**config.mk**
```make
export PLATFORM = sky130hd
export DESIGN_NAME = lcch_top
export DESIGN_NICKNAME = d
export VERILOG_FILES = /design/src/pkg/lcch_pkg.sv /design/src/logic/lcch_top.sv
export VERILOG_INCLUDE_DIRS = /design/src /design/src/pkg
export SDC_FILE = /design/constraint.sdc
export NUM_CORES = 1
export LEC_CHECK = 0
export BUFFER_PORTS_ARGS = -buffer_cell sky130_fd_sc_hd__buf_2
export CAP_MARGIN = 15
export CORE_MARGIN = 4
export CORE_UTILIZATION = 54
export DETAILED_ROUTE_END_ITERATION = 8
export HOLD_SLACK_MARGIN = 0.08
export PLACE_DENSITY = 0.83
export SYNTH_ARGS = -nofsm -noshare
export SYNTH_HDL_FRONTEND = slang
export SYNTH_SLANG_ARGS = --single-unit
```
**constraint.sdc**
```tcl
create_clock -name clk_sys -period 2.65 [get_ports clk_sys]
set_clock_uncertainty 0.1 [all_clocks]
set_input_delay 0.1325 -clock clk_sys [delete_from_list [all_inputs] [get_ports clk_sys]]
set_output_delay 0.1325 -clock clk_sys [all_outputs]
set_load 0.02 [all_outputs]
```
**src/pkg/lcch_defines.svh**
```systemverilog
// Constants for the link-configuration command handler.
// Assumes byte addresses on a 32-bit Avalon-MM slave port.
// How it works
// - Command code 0x09 means link reconfigure
// - Settings word, then vendor word, then checksum
// - Host driver down: apply commanded link setup
// - Apply even when current link drops
// - Respond promptly; link change may lag
// - Keep commanded settings until host overwrites
// - Operational host driver settings take precedence
// - Driver going down restores nothing
// - Bit 0 enables auto-negotiation
// - Bits 1-7 enable speeds, 10M up to 40G
// - Auto-negotiation advertises every requested speed
// - Forced mode: one supported speed, else fail
// - Bit 8 half duplex, bit 9 full
// - Forced mode: bad duplex request fails
// - Bit 10 set disables symmetric pause
// - Bit 11 enables asymmetric pause
// - Bit 12 validates the vendor word
// - Always accept and answer the command
// - Driver operational: no change, conflict reason
// - Auto-negotiation silently drops unsupported bits
`ifndef LCCH_DEFINES_SVH
`define LCCH_DEFINES_SVH
// Register byte offsets
`define LCCH_OFS_CTRL     5'h00
`define LCCH_OFS_LINK     5'h04
`define LCCH_OFS_VENDOR   5'h08
`define LCCH_OFS_RESP     5'h0C
`define LCCH_OFS_FLAGS    5'h10
`define LCCH_OFS_APPLIED  5'h14
`define LCCH_OFS_APP_VEND 5'h18
// Field positions
`define LCCH_CTRL_GO      8
`define LCCH_BIT_AN       0
`define LCCH_SPD_LO       1
`define LCCH_SPD_HI       7
`define LCCH_DUP_LO       8
`define LCCH_DUP_HI       9
`define LCCH_BIT_PAUSE_N  10
`define LCCH_BIT_ASYM     11
`define LCCH_BIT_VEND_OK  12
// Codes
`define LCCH_CMD_SET_LINK 8'h09
`define LCCH_RC_OK        16'h0000
`define LCCH_RC_FAIL      16'h0001
`define LCCH_RSN_NONE     16'h0000
`define LCCH_RSN_BAD_CMD  16'h0001
`define LCCH_RSN_INVALID  16'h0002
`define LCCH_RSN_HOST     16'h0901
// Capability of the attached PHY: speeds 10M..10G, both duplexes
`define LCCH_SUP_SPEED    7'h0F
`define LCCH_SUP_DUPLEX   2'h3
// Reset values
`define LCCH_RST_WORD     32'h0000_0000
`endif

```
**src/pkg/lcch_pkg.sv**
```systemverilog
// Types for the link-configuration command handler.
// Assumes lcch_defines.svh carries all numeric constants.
package lcch_pkg;
	// Settings handed to the link control logic
	typedef struct packed {
		logic [31:0] settings;     // Applied link settings word
		logic [31:0] vendor;       // Applied vendor word, zero if invalid
		logic        vendor_valid; // Vendor word in use
		logic        pause_en;     // Symmetric pause enabled
		logic        asym_en;      // Asymmetric pause enabled
		logic        apply;        // One-cycle pulse: reconfigure link now
	} lcch_link_t;
	// Command sequencer states, one-hot
	typedef enum logic [2:0] {
		LCCH_IDLE  = 3'b001,
		LCCH_CHECK = 3'b010,
		LCCH_DONE  = 3'b100
	} lcch_state_t;
endpackage : lcch_pkg

```
**src/logic/lcch_top.sv**
```systemverilog
// Link-configuration command handler: register front end and decoder.
// Assumes the packet layer has stripped header and checksum, and that
// host-driver writes arrive on the same clock; driver status is a pin.
//
// Local design decisions: the Avalon-MM slave port and the register offsets.
`timescale 1ns/100ps
`default_nettype none
`include "lcch_defines.svh"
module lcch_top (
	input  wire logic                clk_sys,
	input  wire logic                rst_n,
	input  wire logic [4:0]          avs_address,
	input  wire logic                avs_read,
	input  wire logic                avs_write,
	input  wire logic [31:0]         avs_writedata,
	input  wire logic [3:0]          avs_byteenable,
	output logic      [31:0]         avs_readdata,
	output logic                     avs_waitrequest,
	input  wire logic                host_drv_up,
	input  wire logic                host_wr_valid,
	input  wire logic [31:0]         host_wr_settings,
	output lcch_pkg::lcch_link_t     link_o,
	output logic                     resp_pulse
);
	// Bus answer flops
	logic                    wait_ff;      // Waitrequest, high when idle
	logic [31:0]             rdata_ff;     // Registered read data
	// Software-visible command registers
	logic [7:0]              cmd_ff;       // Command code
	logic [31:0]             link_ff;      // Requested settings word
	logic [31:0]             vend_ff;      // Requested vendor word
	logic                    go_ff;        // Start request, self-clearing
	// Response registers
	logic [15:0]             rc_ff;        // Response code
	logic [15:0]             rsn_ff;       // Reason code
	logic                    done_ff;      // Sticky response-ready flag
	logic                    resp_ff;      // One-cycle response pulse
	// Driver status synchroniser
	logic                    host_s1_ff;   // First stage, feeds second only
	logic                    host_ff;      // Usable driver-up level
	// Sequencer
	lcch_pkg::lcch_state_t   state_ff;     // Current state
	lcch_pkg::lcch_state_t   nxt_state;    // Next state
	lcch_pkg::lcch_link_t    link_out_ff;  // Output to link control
	// Decode results
	logic                    acc;          // Bus access accepted this edge
	logic                    wr_acc;       // Write accepted
	logic                    start;        // Command launches
	logic                    done_clr;     // Software clears done flag
	logic [31:0]             wmask;        // Byte-lane mask
	logic                    an;           // Auto-negotiation requested
	logic [6:0]              spd;          // Requested speeds
	logic [1:0]              dup;          // Requested duplex modes
	logic                    spd_one;      // Exactly one speed, supported
	logic                    dup_one;      // Exactly one duplex, supported
	logic                    ok_cfg;       // Parameters acceptable
	logic [31:0]             nxt_word;     // Word to apply
	logic [15:0]             nxt_rc;       // Response code to report
	logic [15:0]             nxt_rsn;      // Reason to report
	logic                    nxt_apply;    // Drive the link this time

	// Avalon answer: every access waits one cycle, then completes
	assign acc      = (avs_read | avs_write) & ~wait_ff;
	assign wr_acc   = avs_write & ~wait_ff;
	assign wmask    = {{8{avs_byteenable[3]}}, {8{avs_byteenable[2]}},
		{8{avs_byteenable[1]}}, {8{avs_byteenable[0]}}};
	assign start    = go_ff & state_ff[0];
	assign done_clr = wr_acc & (avs_address == `LCCH_OFS_FLAGS)
		& avs_byteenable[0] & avs_writedata[0];

	// Waitrequest: low for exactly one cycle per request
	always_ff @(posedge clk_sys) begin
		if (!rst_n) begin
			wait_ff <= 1'b1;
		end else if ((avs_read | avs_write) & wait_ff) begin
			wait_ff <= 1'b0;
		end else begin
			wait_ff <= 1'b1;
		end
	end

	// Read data, loaded as waitrequest falls; unmapped reads zero
	always_ff @(posedge clk_sys) begin
		if (!rst_n) begin
			rdata_ff <= 32'h0000_0000;
		end else if (avs_read & wait_ff) begin
			case (avs_address)
				`LCCH_OFS_CTRL:     rdata_ff <= {23'h0, go_ff, cmd_ff};
				`LCCH_OFS_LINK:     rdata_ff <= link_ff;
				`LCCH_OFS_VENDOR:   rdata_ff <= vend_ff;
				`LCCH_OFS_RESP:     rdata_ff <= {rc_ff, rsn_ff};
				`LCCH_OFS_FLAGS:    rdata_ff <= {29'h0, host_ff, ~state_ff[0], done_ff};
				`LCCH_OFS_APPLIED:  rdata_ff <= link_out_ff.settings;
				`LCCH_OFS_APP_VEND: rdata_ff <= link_out_ff.vendor;
				default:            rdata_ff <= 32'h0000_0000;
			endcase
		end
	end

	// Command words, byte-lane writes
	always_ff @(posedge clk_sys) begin
		if (!rst_n) begin
			cmd_ff  <= 8'h00;
			link_ff <= `LCCH_RST_WORD;
			vend_ff <= `LCCH_RST_WORD;
		end else if (wr_acc) begin
			if (avs_address == `LCCH_OFS_CTRL && avs_byteenable[0]) begin
				cmd_ff <= avs_writedata[7:0];
			end
			// Settings and vendor words keep their packet order
			if (avs_address == `LCCH_OFS_LINK) begin
				link_ff <= (link_ff & ~wmask) | (avs_writedata & wmask);
			end
			if (avs_address == `LCCH_OFS_VENDOR) begin
				vend_ff <= (vend_ff & ~wmask) | (avs_writedata & wmask);
			end
		end
	end

	// Go bit: a write while busy is dropped, so one command at a time
	always_ff @(posedge clk_sys) begin
		if (!rst_n) begin
			go_ff <= 1'b0;
		end else if (start) begin
			go_ff <= 1'b0;
		end else if (wr_acc && avs_address == `LCCH_OFS_CTRL && avs_byteenable[1]
			&& state_ff[0]) begin
			go_ff <= avs_writedata[`LCCH_CTRL_GO];
		end
	end

	// Driver status crosses in through two flops
	// Costs two cycles of lag; driver changes are slow anyway
	always_ff @(posedge clk_sys) begin
		if (!rst_n) begin
			host_s1_ff <= 1'b0;
			host_ff    <= 1'b0;
		end else begin
			host_s1_ff <= host_drv_up;
			host_ff    <= host_s1_ff;
		end
	end

	// Field split of the requested word
	assign an  = link_ff[`LCCH_BIT_AN];
	assign spd = link_ff[`LCCH_SPD_HI:`LCCH_SPD_LO];
	assign dup = link_ff[`LCCH_DUP_HI:`LCCH_DUP_LO];
	// Forced mode wants one bit, and one the PHY can do
	assign spd_one = (spd != 7'h00) && ((spd & (spd - 7'h01)) == 7'h00)
		&& ((spd & ~`LCCH_SUP_SPEED) == 7'h00);
	assign dup_one = (dup != 2'h0) && (dup != 2'h3)
		&& ((dup & ~`LCCH_SUP_DUPLEX) == 2'h0);
	// Negotiation accepts anything; masking happens at apply
	assign ok_cfg  = an | (spd_one & dup_one);

	// Verdict on the pending command
	always_comb begin
		nxt_word  = link_ff;
		nxt_rc    = `LCCH_RC_OK;
		nxt_rsn   = `LCCH_RSN_NONE;
		nxt_apply = 1'b0;
		if (cmd_ff != `LCCH_CMD_SET_LINK) begin
			// Other commands belong elsewhere; still answered
			nxt_rc  = `LCCH_RC_FAIL;
			nxt_rsn = `LCCH_RSN_BAD_CMD;
		end else if (host_ff) begin
			// Driver owns the link; leave it alone
			nxt_rsn = `LCCH_RSN_HOST;
		end else if (!ok_cfg) begin
			// Zero, several or unsupported bits: nothing to force
			nxt_rc  = `LCCH_RC_FAIL;
			nxt_rsn = `LCCH_RSN_INVALID;
		end else begin
			// Advertise every requested speed and duplex the PHY supports; drop others
			nxt_word[`LCCH_SPD_HI:`LCCH_SPD_LO] = spd & `LCCH_SUP_SPEED;
			nxt_word[`LCCH_DUP_HI:`LCCH_DUP_LO] = dup & `LCCH_SUP_DUPLEX;
			nxt_apply = 1'b1;
		end
	end

	// Sequencer: check in one cycle, respond in the next
	always_comb begin
		case (state_ff)
			lcch_pkg::LCCH_IDLE:  nxt_state = start ? lcch_pkg::LCCH_CHECK
				: lcch_pkg::LCCH_IDLE;
			lcch_pkg::LCCH_CHECK: nxt_state = lcch_pkg::LCCH_DONE;
			lcch_pkg::LCCH_DONE:  nxt_state = lcch_pkg::LCCH_IDLE;
			default:              nxt_state = lcch_pkg::LCCH_IDLE;
		endcase
	end

	// State register
	always_ff @(posedge clk_sys) begin
		if (!rst_n) begin
			state_ff <= lcch_pkg::LCCH_IDLE;
		end else begin
			state_ff <= nxt_state;
		end
	end

	// Response capture; the link itself may settle much later
	always_ff @(posedge clk_sys) begin
		if (!rst_n) begin
			rc_ff   <= `LCCH_RC_OK;
			rsn_ff  <= `LCCH_RSN_NONE;
			resp_ff <= 1'b0;
		end else begin
			resp_ff <= state_ff[1];
			if (state_ff[1]) begin
				rc_ff  <= nxt_rc;
				rsn_ff <= nxt_rsn;
			end
		end
	end

	// Done flag: a new response beats a clear in the same cycle
	always_ff @(posedge clk_sys) begin
		if (!rst_n) begin
			done_ff <= 1'b0;
		end else begin
			done_ff <= state_ff[1] | (done_ff & ~done_clr);
		end
	end

	// Applied settings: host writes win, nothing restored on driver loss
	always_ff @(posedge clk_sys) begin
		if (!rst_n) begin
			link_out_ff <= '0;
		end else begin
			link_out_ff.apply <= 1'b0;
			if (host_wr_valid) begin
				link_out_ff.settings     <= host_wr_settings;
				// Driver word carries no vendor part; drop ours
				link_out_ff.vendor       <= `LCCH_RST_WORD;
				link_out_ff.vendor_valid <= 1'b0;
				link_out_ff.pause_en     <= ~host_wr_settings[`LCCH_BIT_PAUSE_N];
				link_out_ff.asym_en      <= host_wr_settings[`LCCH_BIT_ASYM];
				link_out_ff.apply        <= 1'b1;
			end else if (state_ff[1] && nxt_apply) begin
				link_out_ff.settings     <= nxt_word;
				// Pause bit is inverted: one switches pause off
				link_out_ff.pause_en     <= ~link_ff[`LCCH_BIT_PAUSE_N];
				link_out_ff.asym_en      <= link_ff[`LCCH_BIT_ASYM];
				link_out_ff.vendor_valid <= link_ff[`LCCH_BIT_VEND_OK];
				link_out_ff.vendor       <= link_ff[`LCCH_BIT_VEND_OK] ? vend_ff
					: `LCCH_RST_WORD;
				link_out_ff.apply        <= 1'b1;
			end
		end
	end

	// Outputs straight from flops
	assign avs_readdata    = rdata_ff;
	assign avs_waitrequest = wait_ff;
	assign link_o          = link_out_ff;
	assign resp_pulse      = resp_ff;
endmodule : lcch_top
`default_nettype wire

```
==> qor.yml, run 1 <==
status:
  status: "finished clean"
global_route:
  grt_pass1_wl_um: 40950
  first_global_vias: 7669
  grt_max_degree: 72
  overflow: 0
  antenna_found_initial: 1
  grt.total_usage_pct: 29.15
setup_path:
  cp.arrival_ns: 2.77
  worstSetupStartpoint: "cmd_ff[4]"
  startpoint_type: "flop"
  rr_worst_depth: 6
  end_kind: "flop"
  path_class: "reg2reg"
  timing.critical_path.required_ns: 2.86
  r2r-start: "cmd_ff[4]"
  path_max_fanout: 29
power_and_ir_drop:
  seqPwrFrac_pct: 47.0
  p_comb_share_pct: 8.7
  swShare_pct: 22.81
  power_density_nw_per_um2: 566.9
  pwr-share-clk_pct: 44.3
  p_int_mw: 4.646
  p_sw_mw: 1.373
  worst_ir_drop_vdd_mv: 0.4584
  p_leak_nw: 4.363
  finalPower_mw: 6.019
yosys:
  syn_nets: 946
  synth_seq_area_share_pct: 44.93
  synth_area_um2: 8198
  synth_cells: 867
  synth_edf_count: 0
  ys_types: 52
  yosys_most_used_dff: "dfxtp_1"
  synthArstFlopShare_pct: 0
  synth-warning-count: 0
  ys_ff_latch: 184
  synth_area_per_cell_um2: 9.455
clocking:
  cts-hold-fix-buffers: 74
  post_cts_resized: 0
  root_buffer: "clkbuf_16"
  clock-sinks: 184
  cts_tree: "built"
  htreeDepth: 4
  post_cts_buffers: 0
  cts_buffer_depth: 2
  clock_latency_ns: 0.43
  clk_pin_slew_worst_paths_ns: 0.07
  cts_buffers: 17
cells_and_area:
  nets: 1172
  stdcell_area_um2: 10620
  fin_cells: 1291
  drive_above_1_share_pct: 25.14
  syn2layout_area_growth_pct: 29.50
  fillers: 1070
detailed_routing:
  wl_per_cell_um: 19.76
  num_vias: 7748
  drt_iter0_markers: 759
  drtAntennaViolNets: 0
  drc: 0
  vias_per_cell: 6.002
  dr.pass1.iters: 5
  drt_wl_total_um: 25510
sta:
  slew-limit-headroom_pct: 37.10
  final-hold-violation-count: 0
  fin_crit_ns: 2.557
  fin_setup_tns_ns: 0
  slew_violations: 0
  max_freq_mhz: 391.1
  tightest_slew_ns: 0.9411
  timing.hold.ws_ns: 0.1042
  setup_viol: 0
  period_share_pct: 96.49
  rsz0062_at_grt: "no"
floorplanning:
  die_area_um2: 17220
  num_io_pins: 181
  rows: 44
  core-area_um2: 14700
  die_w_um: 131.2
  initial_core_util_pct: 55.77
  fp.dieH_um: 131.2
hold_path:
  min_delay_path_depth: 5
  min_from: "avs_address[1]"
  hp-class: "in2reg"
placed_design:
  gp_congestion: 0.8960
  dpl_cell_area_um2: 9251
  dp_cells: 1184
  hpwl_um: 16350
  place.port_buffers: 180
run:
  maxCapViolCount: 0
[synthesized netlist by cell type (all sizes together) (2+ instances only)]
master	n	area [um2]
nand3b	2	15.01
mux2i	103	1031
nor3b	2	15.01
a31oi	4	25.02
a221oi	12	122.6
or4b	3	33.78
clkbuf	57	216.5
and3	5	31.28
o21ai	79	395.4
dfxtp	184	3684
nor2b	79	494.2
o211ai	3	22.52
inv	3	11.26
nor2	31	116.4
a22o	22	192.7
a21oi	14	70.07
nand3	18	90.09
and2	15	93.84
buf	20	131.4
nand2	67	251.5
o221a	29	326.6
nand4	35	219.0
nor4b	2	17.52
or4	3	26.27
a21boi	24	180.2
nor3	6	41.29
o21a	30	225.2
[logic make-up (layout without fill, tap and decap cells)]
group,Yosys count,count (layout),share of synthesized area [%]
buf+inv,81,320,4.426
simple gates,275,275,18.32
compound gates,222,222,19.54
flops,184,184,44.93
other cells,0,1,0
mux,103,103,12.58
xor+xnor,2,2,0.2137
[area by class of cell]
class	instances	area, um2	area share, %
clock buffer	20	446.7	4.207
sequential	184	3684	34.70
clock inverter	12	175.2	1.650
timing repair buffer	284	1894	17.84
inverter	4	15.01	0.1414
antenna	1	2.502	0.02357
multi-input combinational	602	4169	39.27
tap	184	230.2	2.169
[layout by cell type, fill, tap and decap left out, types with 2 or more instances in the layout]
cell / n
o211ai_1: 3
nand3_1: 18
or4_1: 2
and3_1: 5
a221oi_1: 11
nor4b_1: 2
a21boi_0: 24
buf_12: 2
nand4_1: 35
inv_1: 3
and2_1: 15
mux2i_1: 103
dfxtp_1: 184
clkbuf_16: 17
a31oi_1: 3
bufinv_16: 4
o21ai_0: 75
nor2_1: 31
o21a_1: 30
nor2b_1: 78
nor3b_1: 2
nor3_1: 5
nand2_1: 67
a21oi_1: 14
clkbuf_1: 2
o21ai_1: 3
buf_4: 29
o221a_2: 29
clkinvlp_4: 3
clkinv_4: 2
buf_2: 179
dlygate4sd3_1: 74
clkinv_2: 3
nand3b_1: 2
a22o_1: 22
[final timing paths]
kind	slack (ns)	end
setup / recovery	0.09	link_o[59]
hold / removal	0.10	avs_readdata[5]
setup reg to reg	0.09	link_o[59]
hold reg to reg	0.34	host_ff
[metal layers]
| metal | global-route usage, % | vias up | wire length [um] |
|---|---|---|---|
| met5 | 0 | - | 0 |
| met4 | 13.94 | 0 | 977 |
| met3 | 6.537 | 83 | 2334 |
| met2 | 46.89 | 414 | 11930 |
| met1 | 37.38 | 3649 | 10270 |
| li1 | - | 3602 | - |
[critical path, stage by stage, from the launching register on]
cell and delay (ns):
dfxtp_1 0.33, or4b_4 0.57, or4_1 0.53, nor2_1 0.18, o21ai_2 0.10, buf_4 0.30
o221a_2 0.32
[power by group through the flow]
stage | Sequential, mW | Combinational [mW] | Clock, mW
global route | 2.83 | 0.555 | 2.80
floorplan | 2.92 | 0.208 | 0
finish | 2.83 | 0.522 | 2.67
global placement | 2.89 | 0.422 | 0
detailed placement | 2.89 | 0.427 | 0
CTS | 2.83 | 0.511 | 2.69
[per-stage QoR]
| stage | util [%] | setup slack (ns) |
|---|---|---|
| 6_report | 72.23 | 0.09307 |
| 5_1_grt | 72.23 | 0.06097 |
| 4_1_cts | 72.21 | 0.1456 |
| 3_5_place_dp | 62.94 | 0.2318 |
| 3_3_place_gp | 62.94 | 0.2922 |
| 2_1_floorplan | - | 0.3847 |
Power figures use the tool's default switching activity.
==> run 2: changes to the inputs <==
- clock period: 2.65 -> 2.69 ns (I/O delays scaled with it)
==> run 2 against run 1 <==
Effect of this change:
- highest routed layer unchanged
- first-iteration DRC count up 7.4%
- largest power group unchanged
- die area unchanged
- critical path type is now in2reg
- global-route usage about the same
- non-clock buffer count fell by 2
- wire length grew 0.35%
- largest cell class unchanged
==> qor.yml, run 2 (synthesis results as in run 1) <==
status:
  status: "finished clean"
hold_path:
  min_from: "avs_address[0]"
  hp-class: "in2reg"
power_and_ir_drop:
  swShare_pct: 22.52
  finalPower_mw: 5.920
  power_density_nw_per_um2: 558.2
  p_comb_share_pct: 8.7
  seqPwrFrac_pct: 47.1
  p_sw_mw: 1.333
  p_int_mw: 4.587
  pwr-share-clk_pct: 44.3
  worst_ir_drop_vdd_mv: 0.4716
  p_leak_nw: 4.358
cells_and_area:
  nets: 1170
  drive_above_1_share_pct: 24.73
  mostFrequentLayoutCell: "dfxtp_1"
  stdcell_area_um2: 10610
  syn2layout_area_growth_pct: 29.37
  fin_util_pct: 72.15
  fin_cells: 1290
  final_cell_mix: "dfxtp_1 (184), buf_2 (179), mux2i_1 (103)"
placed_design:
  dpl_cell_area_um2: 9229
  hpwl_um: 16540
  gp_congestion: 0.9322
  dp_cells: 1181
  place.port_buffers: 180
  place_ws_ns: 0.3186
setup_path:
  path_max_fanout: 8
  startpoint_type: "primary input"
  worstSetupStartpoint: "avs_write"
  cp.depth: 8
  reg2reg_setup_slack_ns: 0.15
  slowest_delay_ns: 0.55
  cpLargestDelayFamily: "buffers and inverters"
  rr_worst_depth: 6
  timing.critical_path.required_ns: 2.91
  worstPathBufferInverterCount: 4
  path_class: "in2reg"
  cp.arrival_ns: 2.77
  cp_cell_sequence: "dlygate4sd3_1, buf_2, nor2b_1, buf_4, nand3_1, mux2i_1, nor2b_1, dlygate4sd3_1"
  crit_path_top_delay_cell: "dlygate4sd3_1"
  end_kind: "flop"
  r2r-start: "avs_waitrequest"
clocking:
  cts_buffers: 17
  root_buffer: "clkbuf_16"
  post_cts_resized: 0
  htreeDepth: 4
  cts_buffer_depth: 2
  clock_latency_ns: 0.44
  cts_tree: "built"
  clock-sinks: 184
  clk_pin_slew_worst_paths_ns: 0.06
sta:
  fin_setup_tns_ns: 0
  rsz0062_at_grt: "no"
  setup_viol: 0
  tightest_slew_ns: 0.7423
  period_share_pct: 94.94
  slew_violations: 0
  setup_ws_ns: 0.1360
  fin_crit_ns: 2.554
  max_freq_mhz: 391.5
  timing.hold.ws_ns: 0.1063
  slew-limit-headroom_pct: 50.39
  final-hold-violation-count: 0
global_route:
  grt_max_degree: 72
  first_global_vias: 7700
  grt.total_usage_pct: 29.18
  grt_pass1_wl_um: 40820
  overflow: 0
  antenna_found_initial: 2
floorplanning:
  core-area_um2: 14700
  num_io_pins: 181
  die_area_um2: 17220
  fp.dieH_um: 131.2
  die_w_um: 131.2
  initial_core_util_pct: 55.77
  rows: 44
detailed_routing:
  wl_per_cell_um: 19.84
  drt_iter0_markers: 815
  drt_wl_total_um: 25600
  vias_per_cell: 5.982
  drc: 0
  dr.pass1.iters: 6
  num_vias: 7717
  drtAntennaViolNets: 0
run:
  maxCapViolCount: 0
==> run 2: cell count changes in the layout (fill, tap and decap cells not counted), sizes merged <==
cell | previous run | this run
clkbuf | 20 | 26
buf | 210 | 207
clkinv | 6 | 3
clkinvlp | 3 | 1
bufinv | 4 | 3
diode | 1 | 2
dlygate4sd3 | 74 | 75
==> run 2: worst min-delay path by stage <==
stage / cells past startpoint / end
after CTS: 5 / avs_readdata[6]
final: 5 / avs_readdata[7]
after detailed placement: 2 / host_s1_ff
after floorplan: 1 / avs_waitrequest
after global placement: 2 / host_s1_ff
after global routing: 5 / avs_readdata[5]
==> run 2: what timing repair did <==
action / 4_1_cts / 5_1_grt
buffers inserted: 0 / 0
hold buffers: 75 / 0
endpoints found under the hold margin: 112 / 0
==> run 2: power groups by stage <==
stage	clock network, mW	registers, mW	logic (mW)
6_report	2.62	2.79	0.514
5_1_grt	2.75	2.79	0.544
3_5_place_dp	0	2.85	0.420
4_1_cts	2.64	2.79	0.503
2_1_floorplan	0	2.88	0.205
3_3_place_gp	0	2.85	0.416
==> run 2: area by class of cell <==
class | instances | area (um2)
Antenna cell | 2 | 5.005
Clock buffer | 26 | 509.2
Clock inverter | 6 | 111.4
Fill cell | 1070 | 4094
Inverter | 4 | 15.01
Multi-Input combinational cell | 602 | 4169
Sequential cell | 184 | 3684
Tap cell | 184 | 230.2
Timing Repair Buffer | 282 | 1882
==> run 2: routing by layer <==
metal	vias to the layer above	global-route usage (%)	part of all wire, %
li1	3590	-	-
met1	3676	36.43	41
met2	371	48.53	48
met3	80	6.269	7.2
met4	0	13.54	3.6
met5	-	0	0
==> run 2: tightest hold or removal path: cells and delay by family <==
kind	cells	cell delay, ns
compound gates	1	0.06
buf+inv	2	0.26
simple gates	2	0.13
==> run 3: changes to the inputs <==
- CORE_ASPECT_RATIO: not set -> 0.5
==> run 3 against run 2 <==
Effect of this change:
- first-iteration DRC count rose by 0.98%
- die area rose by 0.70%
- register-to-register slack improved by 0.04 ns
- largest power group unchanged
- highest routed layer unchanged
==> qor.yml, run 3 (synthesis results as in run 1) <==
floorplanning:
  fp.dieH_um: 95.13
  initial_core_util_pct: 55.91
  die_area_um2: 17340
  num_io_pins: 181
  core-area_um2: 14660
  die_w_um: 182.3
  rows: 31
sta:
  max_freq_mhz: 391.7
  fin_crit_ns: 2.553
  slew_violations: 0
  setup_viol: 0
  final-hold-violation-count: 0
  tightest_slew_ns: 0.8800
  fin_setup_tns_ns: 0
  rsz0062_at_grt: "no"
  period_share_pct: 94.92
  slew-limit-headroom_pct: 41.29
setup_path:
  cp_cell_sequence: "buf_2, or4b_1, nor2_1, and3_2, mux2i_1, nor2b_1, dlygate4sd3_1"
  timing.critical_path.required_ns: 2.91
  path_class: "in2reg"
  path_max_fanout: 11
  startpoint_type: "primary input"
  reg2reg_setup_slack_ns: 0.19
  slowest_delay_ns: 0.55
  rr_worst_depth: 6
  reg2reg_to: "link_o[5]"
  end_kind: "flop"
  cp.arrival_ns: 2.77
  cpLargestDelayFamily: "simple AND/OR/NAND/NOR gates"
  crit_path_top_delay_cell: "dlygate4sd3_1"
  worstPathBufferInverterCount: 2
  r2r-start: "cmd_ff[4]"
placed_design:
  place.port_buffers: 180
  dpl_cell_area_um2: 9271
  gp_congestion: 0.9040
  hpwl_um: 16260
hold_path:
  hp-class: "in2reg"
  hold_end: "avs_readdata[7]"
  min_from: "avs_address[0]"
  min_delay_path_depth: 5
clocking:
  clock_latency_ns: 0.43
  clock-sinks: 184
  cts_buffers: 17
  root_buffer: "clkbuf_16"
  cts_tree: "built"
  htreeDepth: 4
  cts_buffer_depth: 2
  clk_pin_slew_worst_paths_ns: 0.07
detailed_routing:
  drt_wl_total_um: 26370
  drt_iter0_markers: 823
  num_vias: 7877
  wl_per_cell_um: 20.24
  dr.pass1.iters: 6
  drtAntennaViolNets: 0
  drc: 0
  vias_per_cell: 6.045
power_and_ir_drop:
  worst_ir_drop_vdd_mv: 0.4752
  power_density_nw_per_um2: 550.0
  p_leak_nw: 4.353
global_route:
  overflow: 0
  grt.total_usage_pct: 29.90
  first_global_vias: 7731
  antenna_found_initial: 1
  grt_pass1_wl_um: 41180
  grt_max_degree: 72
cells_and_area:
  syn2layout_area_growth_pct: 29.46
  nets: 1169
  drive_above_1_share_pct: 25.20
  mostFrequentLayoutCell: "dfxtp_1"
  multi_input_comb_area_um2: 4170
  area.sequential_um2: 3684
  final_cell_mix: "dfxtp_1 (184), buf_2 (179), mux2i_1 (103)"
  fillers: 1050
  stdcell_area_um2: 10610
  fin_util_pct: 72.38
status:
  status: "finished clean"
run:
  maxCapViolCount: 0
==> run 3: cell count changes in the layout (fill, tap and decap cells not counted), sizes merged <==
cell / before / now
clkinv: 3 / 6
bufinv: 3 / 1
clkbuf: 26 / 18
dlygate4sd3: 75 / 74
inv: 3 / 10
==> run 3: repair_timing <==
action | CTS | global route
setup endpoints to repair | 0 | 2
setup buffers | 0 | 0
gates resized for setup | 0 | 1
hold buffers | 74 | 0
endpoints found under the hold margin | 118 | 0
==> run 3: layer usage <==
metal / vias up / GRT usage, % / share of wire, %
met5: - / 0 / 0
met4: 0 / 15.17 / 4.1
met3: 101 / 4.954 / 9.1
met2: 478 / 48.49 / 46
met1: 3706 / 39.25 / 41
li1: 3592 / - / -
==> run 3: per-stage QoR <==
stage / hold WS, ns / cells / power (mW) / setup WS [ns]
after floorplan: 0.1504 / 867 / 3.083 / 0.4247
after global placement: 0.2474 / 1195 / 3.258 / 0.2572
after detailed placement: 0.2528 / 1195 / 3.265 / 0.1394
after CTS: 0.09355 / 1301 / 5.823 / 0.1624
after global routing: 0.1181 / 1302 / 6.005 / 0.07727
final: 0.1051 / 1303 / 5.837 / 0.1368
==> run 3: layout make-up <==
type	count	share of cell area (%)
Antenna cell	2	0.04716
Clock buffer	18	4.138
Clock inverter	14	1.462
Inverter	4	0.1415
Multi-Input combinational cell	602	39.29
Sequential cell	184	34.71
Tap cell	198	2.334
Timing Repair Buffer	281	17.87
==> run 3: tightest hold or removal path, stage by stage <==
cell and delay (ns):
buf_2 0.11, nor3_1 0.05, buf_4 0.15, nand2_1 0.06, a21oi_1 0.06
==> run 3: how the worst max path moves through the flow <==
stage / from / end / slack [ns] / cells past startpoint
floorplan: cmd_ff[4] / link_o[57] / 0.42 / 7
global placement: avs_address[3] / flop / 0.26 / 6
detailed placement: avs_address[3] / flop / 0.14 / 6
CTS: avs_address[3] / flop / 0.16 / 7
global route: avs_address[4] / flop / 0.08 / 8
finish: avs_address[3] / flop / 0.14 / 7
==> run 3: power breakdown <==
group | internal (mW) | switching (mW) | leakage [nW] | total [mW]
clock network | 1.35 | 1.19 | 0.291 | 2.54
logic | 0.241 | 0.275 | 2.57 | 0.516
registers | 2.76 | 0.0298 | 1.49 | 2.79
